### src/core/uis_map.svh
`ifndef UIS_MAP_SVH
`define UIS_MAP_SVH
// register offsets on the plain register port
`define UIS_OFS_MASK 3'h0
`define UIS_OFS_IDENT 3'h1
`define UIS_OFS_MODE 3'h2
`define UIS_OFS_STATUS 3'h3
`define UIS_OFS_RXTRIG 3'h4
`define UIS_OFS_TXTRIG 3'h5
// mask register fields
`define UIS_MSK_RXDATA 0
`define UIS_MSK_TXEMPTY 1
`define UIS_MSK_RXSTAT 2
`define UIS_MSK_MODEM 3
`define UIS_MSK_SLEEP 4
`define UIS_MSK_SPECIAL 5
`define UIS_MSK_RTS 6
`define UIS_MSK_CTS 7
// mode register fields
`define UIS_MODE_ENH 0
`define UIS_MODE_NINE 1
`define UIS_MODE_ADDR_EN 2
`define UIS_MODE_FIFO_EN 3
`define UIS_MODE_BIGFIFO 4
`define UIS_MODE_EXT_TRIG 5
`define UIS_MODE_LEGACY750 6
`define UIS_MODE_LOOPBACK 7
// identification codes
`define UIS_ID_NONE 6'h01
`define UIS_ID_L1 6'h06
`define UIS_ID_L2A 6'h04
`define UIS_ID_L2B 6'h0c
`define UIS_ID_L3 6'h02
`define UIS_ID_L4 6'h00
`define UIS_ID_L5 6'h10
`define UIS_ID_L6 6'h20
`define UIS_ID_FIFO 2'h3
// time-out in character times
`define UIS_TOUT_CHARS 3'h4
`endif

### src/core/uis_pkg.sv
package uis_pkg;
  typedef enum logic [2:0] {
    UIS_LVL_NONE = 3'h0,
    UIS_LVL_1 = 3'h1,
    UIS_LVL_2A = 3'h3,
    UIS_LVL_2B = 3'h2,
    UIS_LVL_3 = 3'h6,
    UIS_LVL_4 = 3'h7,
    UIS_LVL_5 = 3'h5,
    UIS_LVL_6 = 3'h4
  } uis_level_type;
  typedef enum logic [1:0] {
    UIS_AWAKE = 2'h0,
    UIS_ASLEEP = 2'h1
  } uis_sleep_type;
endpackage

### src/core/uis_core.sv
`timescale 1ns/1ps
`include "uis_map.svh"
module uis_core #(
  parameter int FIFO_AW = 8
) (
  input wire logic mclk,
  input wire logic arst_n,
  input wire logic [2:0] reg_addr,
  input wire logic [7:0] reg_wdata,
  input wire logic reg_wr,
  input wire logic reg_rd,
  output logic [7:0] reg_rdata,
  input wire logic char_strobe,
  input wire logic rx_push,
  input wire logic rx_pop,
  input wire logic [FIFO_AW-1:0] rx_level,
  input wire logic rx_overrun,
  input wire logic rx_parity_or_bit9,
  input wire logic rx_framing,
  input wire logic rx_break,
  input wire logic rx_idle,
  input wire logic rx_stop_mid,
  input wire logic [FIFO_AW-1:0] tx_level,
  input wire logic tx_shift_empty,
  input wire logic tx_line_idle,
  input wire logic xoff_match,
  input wire logic second_pause_match,
  input wire logic special_match,
  input wire logic inband_flow_on,
  input wire logic second_pause_en,
  input wire logic [3:0] modem_delta,
  input wire logic modem_status_rd,
  input wire logic cts_pin,
  input wire logic rts_pin,
  input wire logic serial_input_line,
  output logic irq,
  output logic sleep_active,
  output logic line_err_summary
);
  import uis_pkg::*;

  // ==========================================
  // input synchronisers for pins
  logic [1:0] cts_s_q;
  logic [1:0] rts_s_q;
  logic [1:0] serin_s_q;
  logic cts_prev_q;
  logic rts_prev_q;
  always_ff @(posedge mclk or negedge arst_n) begin
    if (!arst_n) begin
      cts_s_q <= 2'h0;
      rts_s_q <= 2'h0;
      serin_s_q <= 2'h3;
      cts_prev_q <= 1'b0;
      rts_prev_q <= 1'b0;
    end else begin
      cts_s_q <= {cts_s_q[0], cts_pin};
      rts_s_q <= {rts_s_q[0], rts_pin};
      serin_s_q <= {serin_s_q[0], serial_input_line};
      cts_prev_q <= cts_s_q[1];
      rts_prev_q <= rts_s_q[1];
    end
  end

  // ==========================================
  // software registers
  logic [7:0] mask_q;
  logic [7:0] mode_q;
  logic [FIFO_AW-1:0] rx_trig_q;
  logic [FIFO_AW-1:0] tx_trig_q;
  always_ff @(posedge mclk or negedge arst_n) begin
    if (!arst_n) begin
      mask_q <= 8'h00;
      mode_q <= 8'h00;
      rx_trig_q <= '0;
      tx_trig_q <= '0;
    end else if (reg_wr) begin
      case (reg_addr)
        `UIS_OFS_MASK: mask_q <= reg_wdata;
        `UIS_OFS_MODE: mode_q <= reg_wdata;
        `UIS_OFS_RXTRIG: rx_trig_q <= FIFO_AW'(reg_wdata);
        `UIS_OFS_TXTRIG: tx_trig_q <= FIFO_AW'(reg_wdata);
        default: ;
      endcase
    end
  end

  logic enh;
  logic nine;
  assign enh = mode_q[`UIS_MODE_ENH];
  assign nine = mode_q[`UIS_MODE_NINE];

  logic id_rd;
  logic ls_rd;
  assign id_rd = reg_rd && (reg_addr == `UIS_OFS_IDENT);
  assign ls_rd = reg_rd && (reg_addr == `UIS_OFS_STATUS);

  // ==========================================
  // line status error flags, set wins over read clear
  logic ovr_q;
  logic par_q;
  logic frm_q;
  logic brk_q;
  logic summ_q;
  always_ff @(posedge mclk or negedge arst_n) begin
    if (!arst_n) begin
      ovr_q <= 1'b0;
      par_q <= 1'b0;
      frm_q <= 1'b0;
      brk_q <= 1'b0;
      summ_q <= 1'b0;
    end else begin
      ovr_q <= rx_overrun | (ovr_q & ~ls_rd);
      par_q <= rx_parity_or_bit9 | (par_q & ~ls_rd);
      frm_q <= rx_framing | (frm_q & ~ls_rd);
      brk_q <= rx_break | (brk_q & ~ls_rd);
      // ninth bit sits in the parity position, so it must not count as an error
      summ_q <= (rx_framing | rx_break | (rx_parity_or_bit9 & ~nine)) | (summ_q & ~ls_rd);
    end
  end
  assign line_err_summary = summ_q;

  // ==========================================
  // receive time-out
  logic [2:0] tout_cnt_q;
  logic tout_q;
  logic tout_run_q;
  always_ff @(posedge mclk or negedge arst_n) begin
    if (!arst_n) begin
      tout_cnt_q <= 3'h0;
      tout_run_q <= 1'b0;
    end else if (rx_push || rx_pop) begin
      tout_cnt_q <= 3'h0;
      tout_run_q <= 1'b0;
    end else if (rx_stop_mid) begin
      tout_run_q <= 1'b1;
    end else if (tout_run_q && char_strobe && tout_cnt_q != `UIS_TOUT_CHARS) begin
      tout_cnt_q <= tout_cnt_q + 3'h1;
    end
  end
  always_ff @(posedge mclk or negedge arst_n) begin
    if (!arst_n) begin
      tout_q <= 1'b0;
    end else if (rx_pop || rx_push || !mode_q[`UIS_MODE_FIFO_EN] || rx_level == '0) begin
      tout_q <= 1'b0;
    end else if (tout_run_q && char_strobe && tout_cnt_q == `UIS_TOUT_CHARS - 3'h1) begin
      tout_q <= 1'b1;
    end
  end

  // ==========================================
  // level sources
  logic rx_err_any;
  logic src1;
  logic src2a;
  logic src4;
  logic tx_below;
  logic tx_below_prev_q;
  logic tx_q;
  logic l5_q;
  logic l6_q;
  logic l5_set;
  uis_level_type lvl;

  assign rx_err_any = ovr_q | par_q | frm_q | brk_q;
  assign src1 = nine ?
    (((ovr_q | frm_q | brk_q) & mask_q[`UIS_MSK_MODEM])
     | (par_q & mode_q[`UIS_MODE_ADDR_EN])) :
    (rx_err_any & mask_q[`UIS_MSK_RXSTAT]);
  assign src2a = (rx_level > rx_trig_q) & mask_q[`UIS_MSK_RXDATA];
  assign src4 = (|modem_delta) & mask_q[`UIS_MSK_MODEM];

  // zero extended trigger waits for a drained shifter and idle line
  assign tx_below = (mode_q[`UIS_MODE_EXT_TRIG] && tx_trig_q == '0) ?
    (tx_level == '0 && tx_shift_empty && tx_line_idle) : (tx_level < tx_trig_q);

  assign l5_set = enh & mask_q[`UIS_MSK_SPECIAL] & (nine ? special_match :
    ((xoff_match & inband_flow_on) | (second_pause_match & second_pause_en)));

  always_ff @(posedge mclk or negedge arst_n) begin
    if (!arst_n) begin
      tx_below_prev_q <= 1'b0;
      tx_q <= 1'b0;
    end else begin
      tx_below_prev_q <= tx_below;
      if (tx_below && !tx_below_prev_q) begin
        tx_q <= 1'b1;
      end else if (!tx_below || (id_rd && lvl == UIS_LVL_3)) begin
        tx_q <= 1'b0;
      end
    end
  end

  always_ff @(posedge mclk or negedge arst_n) begin
    if (!arst_n) begin
      l5_q <= 1'b0;
    end else if (l5_set) begin
      l5_q <= 1'b1;
    end else if (id_rd && lvl == UIS_LVL_5 || !enh) begin
      l5_q <= 1'b0;
    end
  end

  logic edge6;
  assign edge6 = (cts_s_q[1] & ~cts_prev_q & (~enh | mask_q[`UIS_MSK_CTS]))
    | (rts_s_q[1] & ~rts_prev_q & (~enh | mask_q[`UIS_MSK_RTS]));
  always_ff @(posedge mclk or negedge arst_n) begin
    if (!arst_n) begin
      l6_q <= 1'b0;
    end else if (enh && edge6) begin
      l6_q <= 1'b1;
    end else if (id_rd && lvl == UIS_LVL_6 || !enh) begin
      l6_q <= 1'b0;
    end
  end

  // ==========================================
  // priority encoder
  always_comb begin
    if (src1) lvl = UIS_LVL_1;
    else if (src2a) lvl = UIS_LVL_2A;
    else if (tout_q && mask_q[`UIS_MSK_RXDATA]) lvl = UIS_LVL_2B;
    else if (tx_q && mask_q[`UIS_MSK_TXEMPTY]) lvl = UIS_LVL_3;
    else if (src4) lvl = UIS_LVL_4;
    else if (l5_q && enh) lvl = UIS_LVL_5;
    else if (l6_q && enh) lvl = UIS_LVL_6;
    else lvl = UIS_LVL_NONE;
  end

  function automatic logic [5:0] uis_code(input uis_level_type l);
    case (l)
      UIS_LVL_1: uis_code = `UIS_ID_L1;
      UIS_LVL_2A: uis_code = `UIS_ID_L2A;
      UIS_LVL_2B: uis_code = `UIS_ID_L2B;
      UIS_LVL_3: uis_code = `UIS_ID_L3;
      UIS_LVL_4: uis_code = `UIS_ID_L4;
      UIS_LVL_5: uis_code = `UIS_ID_L5;
      UIS_LVL_6: uis_code = `UIS_ID_L6;
      default: uis_code = `UIS_ID_NONE;
    endcase
  endfunction

  logic [7:0] ident;
  always_comb begin
    ident[5:0] = uis_code(lvl);
    if (mode_q[`UIS_MODE_LEGACY750] && !enh) begin
      ident[5] = mode_q[`UIS_MODE_BIGFIFO];
    end else if (!enh) begin
      ident[5] = 1'b0;
    end
    ident[7:6] = mode_q[`UIS_MODE_FIFO_EN] ? `UIS_ID_FIFO : 2'h0;
  end

  assign irq = (lvl != UIS_LVL_NONE);

  // ==========================================
  // sleep control
  logic sleep_req;
  logic sleep_ok;
  uis_sleep_type sleep_q;
  // legacy non-enhanced framing takes the alternate sleep bit too
  assign sleep_req = mask_q[`UIS_MSK_SLEEP]
    | (mask_q[`UIS_MSK_SPECIAL] & mode_q[`UIS_MODE_LEGACY750] & ~enh & ~nine);
  assign sleep_ok = sleep_req && tx_level == '0 && tx_shift_empty && serin_s_q[1]
    && rx_idle && rx_level == '0
    && !mode_q[`UIS_MODE_LOOPBACK] && modem_delta == 4'h0 && !irq;
  always_ff @(posedge mclk or negedge arst_n) begin
    if (!arst_n) begin
      sleep_q <= UIS_AWAKE;
    end else begin
      case (sleep_q)
        UIS_AWAKE: if (sleep_ok) sleep_q <= UIS_ASLEEP;
        UIS_ASLEEP: if (!sleep_ok) sleep_q <= UIS_AWAKE;
        default: sleep_q <= UIS_AWAKE;
      endcase
    end
  end
  assign sleep_active = (sleep_q == UIS_ASLEEP);

  // ==========================================
  // read data, one cycle after the strobe
  always_ff @(posedge mclk or negedge arst_n) begin
    if (!arst_n) begin
      reg_rdata <= 8'h00;
    end else if (reg_rd) begin
      case (reg_addr)
        `UIS_OFS_MASK: reg_rdata <= mask_q;
        `UIS_OFS_IDENT: reg_rdata <= ident;
        `UIS_OFS_MODE: reg_rdata <= mode_q;
        `UIS_OFS_STATUS: reg_rdata <= {summ_q, sleep_active, 2'h0, brk_q, frm_q, par_q, ovr_q};
        `UIS_OFS_RXTRIG: reg_rdata <= 8'(rx_trig_q);
        `UIS_OFS_TXTRIG: reg_rdata <= 8'(tx_trig_q);
        default: reg_rdata <= 8'h00;
      endcase
    end else begin
      reg_rdata <= 8'h00;
    end
  end
endmodule

### config.mk
export PLATFORM = sky130hd
export DESIGN_NAME = uis_core
export DESIGN_NICKNAME = d
export VERILOG_FILES = /design/src/core/uis_pkg.sv /design/src/core/uis_core.sv
export VERILOG_INCLUDE_DIRS = /design/src /design/src/core
export SDC_FILE = /design/constraint.sdc
export NUM_CORES = 1
export LEC_CHECK = 0
export BUFFER_PORTS_ARGS = -buffer_cell sky130_fd_sc_hd__buf_2
export CORE_MARGIN = 1
export CORE_UTILIZATION = 50
export DETAILED_ROUTE_END_ITERATION = 6
export MAX_ROUTING_LAYER = met4
export PLACE_DENSITY_LB_ADDON = 0.08
export SLEW_MARGIN = 20
export SYNTH_ARGS = -nofsm -noshare
export SYNTH_HDL_FRONTEND = slang
export SYNTH_SLANG_ARGS = --single-unit
### constraint.sdc
create_clock -name mclk -period 1.8 [get_ports mclk]
set_clock_uncertainty 0.15 [all_clocks]
set_input_delay 0.18 -clock mclk [delete_from_list [all_inputs] [get_ports mclk]]
set_output_delay 0.18 -clock mclk [all_outputs]
set_load 0.01 [all_outputs]
-- After elaboration in Yosys (flattened, before gate mapping)
Cells that the tools add are included.
Widths: inputs -> output; s select.
- shifts and indexed selects: 0
- bitwise gates (word level): 45
- multiply operators: 0
- add/sub/neg operators: 1
- equal/unequal tests: 18
- magnitude comparators: 2
- divide/modulo/power cells: 0
- reduce and logical (&&, ||, !) cells: 58
- muxes and demuxes: 32
- operators with widths (operator ; number):
    $pmux 8 s6 ; 1
    $pmux 6 s7 ; 1
    $mux 3 ; 10
    $logic_and 1x1->1 ; 26
    $logic_not 8->1 ; 3
    $and 1x1->1 ; 22
    $eq 3x3->1 const B ; 6
    $or 1x1->1 ; 18
    $eq 3x2->1 const B ; 5
    $mux 1 ; 15
    $reduce_and 2->1 ; 6
    $reduce_bool 2->1 ; 6
    $gt 8x8->1 ; 1
    $lt 8x8->1 ; 1
    $mux 8 ; 1
    $eq 3x1->1 const B ; 2
    $logic_not 1->1 ; 6
    $logic_or 1x1->1 ; 6
    $mux 2 ; 3
    $not 1->1 ; 5
    $logic_not 4->1 ; 1
    $ne 2x2->1 const B ; 2
    $pmux 2 s2 ; 1
    $reduce_or 4->1 ; 1
    7 further kinds ; 7
- latch bits: 0
- memory bits (writable): 0
- memories: 0
- ROM bits: 0
- logic and storage cells: 179
- input bits: 55
- output and inout bits: 11
- bits in registers: 64

-- Depth between registers and ports, before layout
- word-level depth: 14
- depth in mapped cells: 7
- mapped depth without buffers: 7

-- Worst setup path after synthesis
No wires, ideal clock.
- path type: register to output
- from: register rx_trig_q[5]
- to: output irq
- data required time: 1.470 ns
- stages on the path, launching flop included: 8
- path buffers: 0
- path slack: -0.113 ns
- data arrival time: 1.583 ns
- cell sequence: dfrtp_1 -> inv_1 -> ha_1 -> a211oi_1 -> nor2_1 -> o311a_1 -> and2_1 -> nand2b_1
- cells in the longest elaborated chain, start to end: 5
- RTL lines (item ; line ; source):
    start, declared ; uis_core.sv:69 ; logic [FIFO_AW-1:0] rx_trig_q;
    start signal, assigned ; uis_core.sv:81 ; `UIS_OFS_RXTRIG: rx_trig_q <= FIFO_AW'(reg_wdata);
    $gt 8x8->1 ; uis_core.sv:170 ; assign src2a = (rx_level > rx_trig_q) & mask_q[`UIS_MSK_RXDATA];
    $and 1x1->1 ; uis_core.sv:170 ;
    $mux 3 ; uis_core.sv:221 ; else if (src2a) lvl = UIS_LVL_2A;
    $mux 3 ; uis_core.sv:220 ; if (src1) lvl = UIS_LVL_1;
    $reduce_bool 3->1 ; uis_core.sv:254 ; assign irq = (lvl != UIS_LVL_NONE);
    end, declared ; uis_core.sv:36 ; output logic irq,
Every way passes these cells.

-- Final worst setup path
- from: register rx_trig_q[6]
- to: output irq
Same word-level chain as after synthesis.

==> out/results.ini <==
[status]
outcome = finished with violations
violations = setup timing

[critical_path]
crit_family = compound AO/OA/AOI/OAI gates
critPathKind = flop to primary output
cp-end-kind = primary output
critPathArrivalTime_ns = 2.09
cp_cell_sequence = inv_1 > ha_1 > o21ai_2 > nor2_2 > o311a_4 > and2_4 > nand2b_4 > buf_6
slowest_delay_ns = 0.39
cp_slowest_cell = o311a_4
startpoint_type = flop
critPathBufInv = 2
crit_required_ns = 1.47
critPathMaxFanout = 4

[logic_synthesis]
synthArstFlopShare = 1.000
syn-num-nets = 382
ys_seq_elements = 63
synth_seq_area_share = 0.4727
ys_types = 54
synth_edf_count = 0
syn_avg_cell_area_um2 = 10.81
yosys_most_used_dff = dfrtp_1
synthCells = 309
syn-cell-area_um2 = 3341
synth_warnings = 0

[timing]
holdWs_ns = 0.01873
tightest_slew_ns = 0.4510
min_period_over_period = 1.343
slew_viol_final = 0
timing.fmax_ghz = 0.4136
max_slew_margin = 0.6978
setup_viol = 11
hold_viol_final = 0
setup_slack_ns = -0.6178
period_needed_ns = 2.418
rsz0062_at_grt = yes

[clock_tree]
clk_pin_slew_ns = 0.08
cts_buffers = 9
cts-root-buf = clkbuf_8
cts.sinks = 63
clock_path_buffers = 2
h-tree-depth = 3
tritoncts = built
clk_latency_ns = 0.34

[routing]
vias_per_cell = 5.543
ant_nets = 0
vias = 2910
finalWirelength_mm = 8.914
drc = 0
drtIter0Drc = 290
wl_per_cell_um = 16.98
firstDrtPassIters = 5

[pwr]
max-vdd-ir-drop_mv = 0.6502
p_per_area_nw_per_um2 = 947.3
power_leakage_nw = 2.182

[global_route]
grt_overflow = 0
antenna_found_initial = 0
grt_first_pass_wirelength_mm = 14.57
grt_start_max_net_pins = 64
grt_pass1_vias = 2899
grtUsageTotal = 0.2795

[final_layout]
fillerInstances = 463
antenna_cells = 0
post_layout_nonfiller_instances = 525
syn_to_final_growth_pct = 37.45
final_common_cell = buf_2
drive_gt1_frac = 0.4107
seq_area_um2 = 1579
fin_nets = 516
multiInputGateArea_um2 = 1715
layout_common_cells = 63 x buf_2, 61 x dfrtp_1, 42 x buf_4

[place]
routabilityCongestion = 0.8765
post-dp-hpwl_mm = 6.502
port_buffers = 64
dp.cells = 481

[worst_hold_path]
hp-class = primary input to flop

[floorplanning]
die_area_um2 = 7012
ios = 66
initial_utilization = 0.5231
rows = 29
core_um2 = 6386
die_x_um = 83.74
die_height_um = 83.74

[job]
drv_cap = 0

[worst paths after layout]
path	start	end	slack [ns]	cells past startpoint
worst max-delay path	rx_trig_q[6]$_DFFE_PN0P_	irq	-0.62	8
worst min-delay path	reg_wdata[0]	rx_trig_q[0]$_DFFE_PN0P_	0.02	2
worst max register to register	rx_trig_q[6]$_DFFE_PN0P_	reg_rdata[5]$_DFF_PN0_	-0.44	9
worst min register to register	rts_s_q[0]$_DFF_PN0_	rts_s_q[1]$_DFF_PN0_	0.20	0
max in group asynchronous	arst_n	serin_s_q[1]$_DFF_PN1_	0.96	3
min in group asynchronous	arst_n	mode_q[0]$_DFFE_PN0P_	0.23	3
[cell type report]
cell class | instances | share of cell area
inverter | 22 | 0.01798
clock inverter | 7 | 0.01580
tap | 77 | 0.02098
timing repair buffer | 131 | 0.2008
sequential | 63 | 0.3439
multi-input combinational | 216 | 0.3736
clock buffer | 9 | 0.02698
[per-layer routing]
layer | track usage | vias up | share of wire
met5 | - | - | 0
met4 | 0.08166 | 0 | 0.019
met3 | 0.05737 | 15 | 0.067
met2 | 0.4287 | 112 | 0.46
met1 | 0.3779 | 1389 | 0.45
li1 | - | 1394 | -
[metrics by stage]
stage	TNS, ns	total power, mW	setup WS (ns)	util	cell area [um2]
2_1_floorplan	-0.2519	2.428	-0.05054	-	3372
3_3_place_gp	-1.836	2.949	-0.2611	0.6391	4081
3_5_place_dp	-2.145	2.975	-0.2936	0.6391	4081
6_report	-3.559	4.350	-0.6178	0.7190	4592
4_1_cts	-3.026	4.305	-0.5923	0.7130	4553
5_1_grt	-4.143	4.584	-0.6790	0.7190	4592
[worst register-to-register path, cell delays in order, from the launching register on]
cell	delay, ns
dfrtp_1	0.36
inv_1	0.06
ha_1	0.31
o21ai_2	0.15
nor2_2	0.07
nand4bb_1	0.20
buf_4	0.17
buf_4	0.15
a211oi_2	0.33
a41o_1	0.22
[kinds of logic after synthesis]
family | after synthesis | synth area share
xor+xnor | 1 | 0.002622
mux | 36 | 0.1270
compound gates | 71 | 0.1434
fa+ha+maj | 18 | 0.06742
simple gates | 90 | 0.1509
flops | 63 | 0.4727
buf+inv | 30 | 0.03596
[synth_stat cells, types with 3 or more instances]
library cell  count  area, um2
mux2i_1           6      60.06
a31oi_1           3      18.77
nand3_1           5      25.02
nand2b_1          3      18.77
a21o_1            6      45.04
nor4_1            6      37.54
dfrtp_1          61       1526
nand2_1          29      108.9
inv_1            22      82.58
nor2_1           14      52.55
nor2b_1           4      25.02
o21ai_0          21      105.1
a211oi_1          4      30.03
and2_1            4      25.02
o22ai_1           5      31.28
ha_1             18      225.2
mux2_2           27      304.0
a21oi_1          12      60.06
nor3_1            6      30.03
buf_2             6      30.03
a22oi_1           4      30.03
[registers in the layout, summed over array words and instances (netlist names), 2 cells and up]
name	count
tout_cnt_q	3
rts_s_q	2
serin_s_q	2
rx_trig_q	8
mode_q	8
reg_rdata	8
tx_trig_q	8
mask_q	8
cts_s_q	2
[report_power, final]
| group | leakage, nW | switching [mW] | internal (mW) |
|---|---|---|---|
| registers | 0.763 | 0.155 | 1.63 |
| logic | 1.32 | 0.617 | 0.718 |
| clock network | 0.0956 | 0.591 | 0.641 |
| total | 2.18 | 1.36 | 2.99 |
[repair_timing]
item / in CTS / in global routing
endpoints found under the setup margin: 11 / 11
resized for setup: 8 / 5
pin swaps: 6 / 4
hold endpoints to repair: 96 / 0
buffers inserted: 2 / 4
hold buffers: 22 / 0
(Power assumes the default switching activity.)
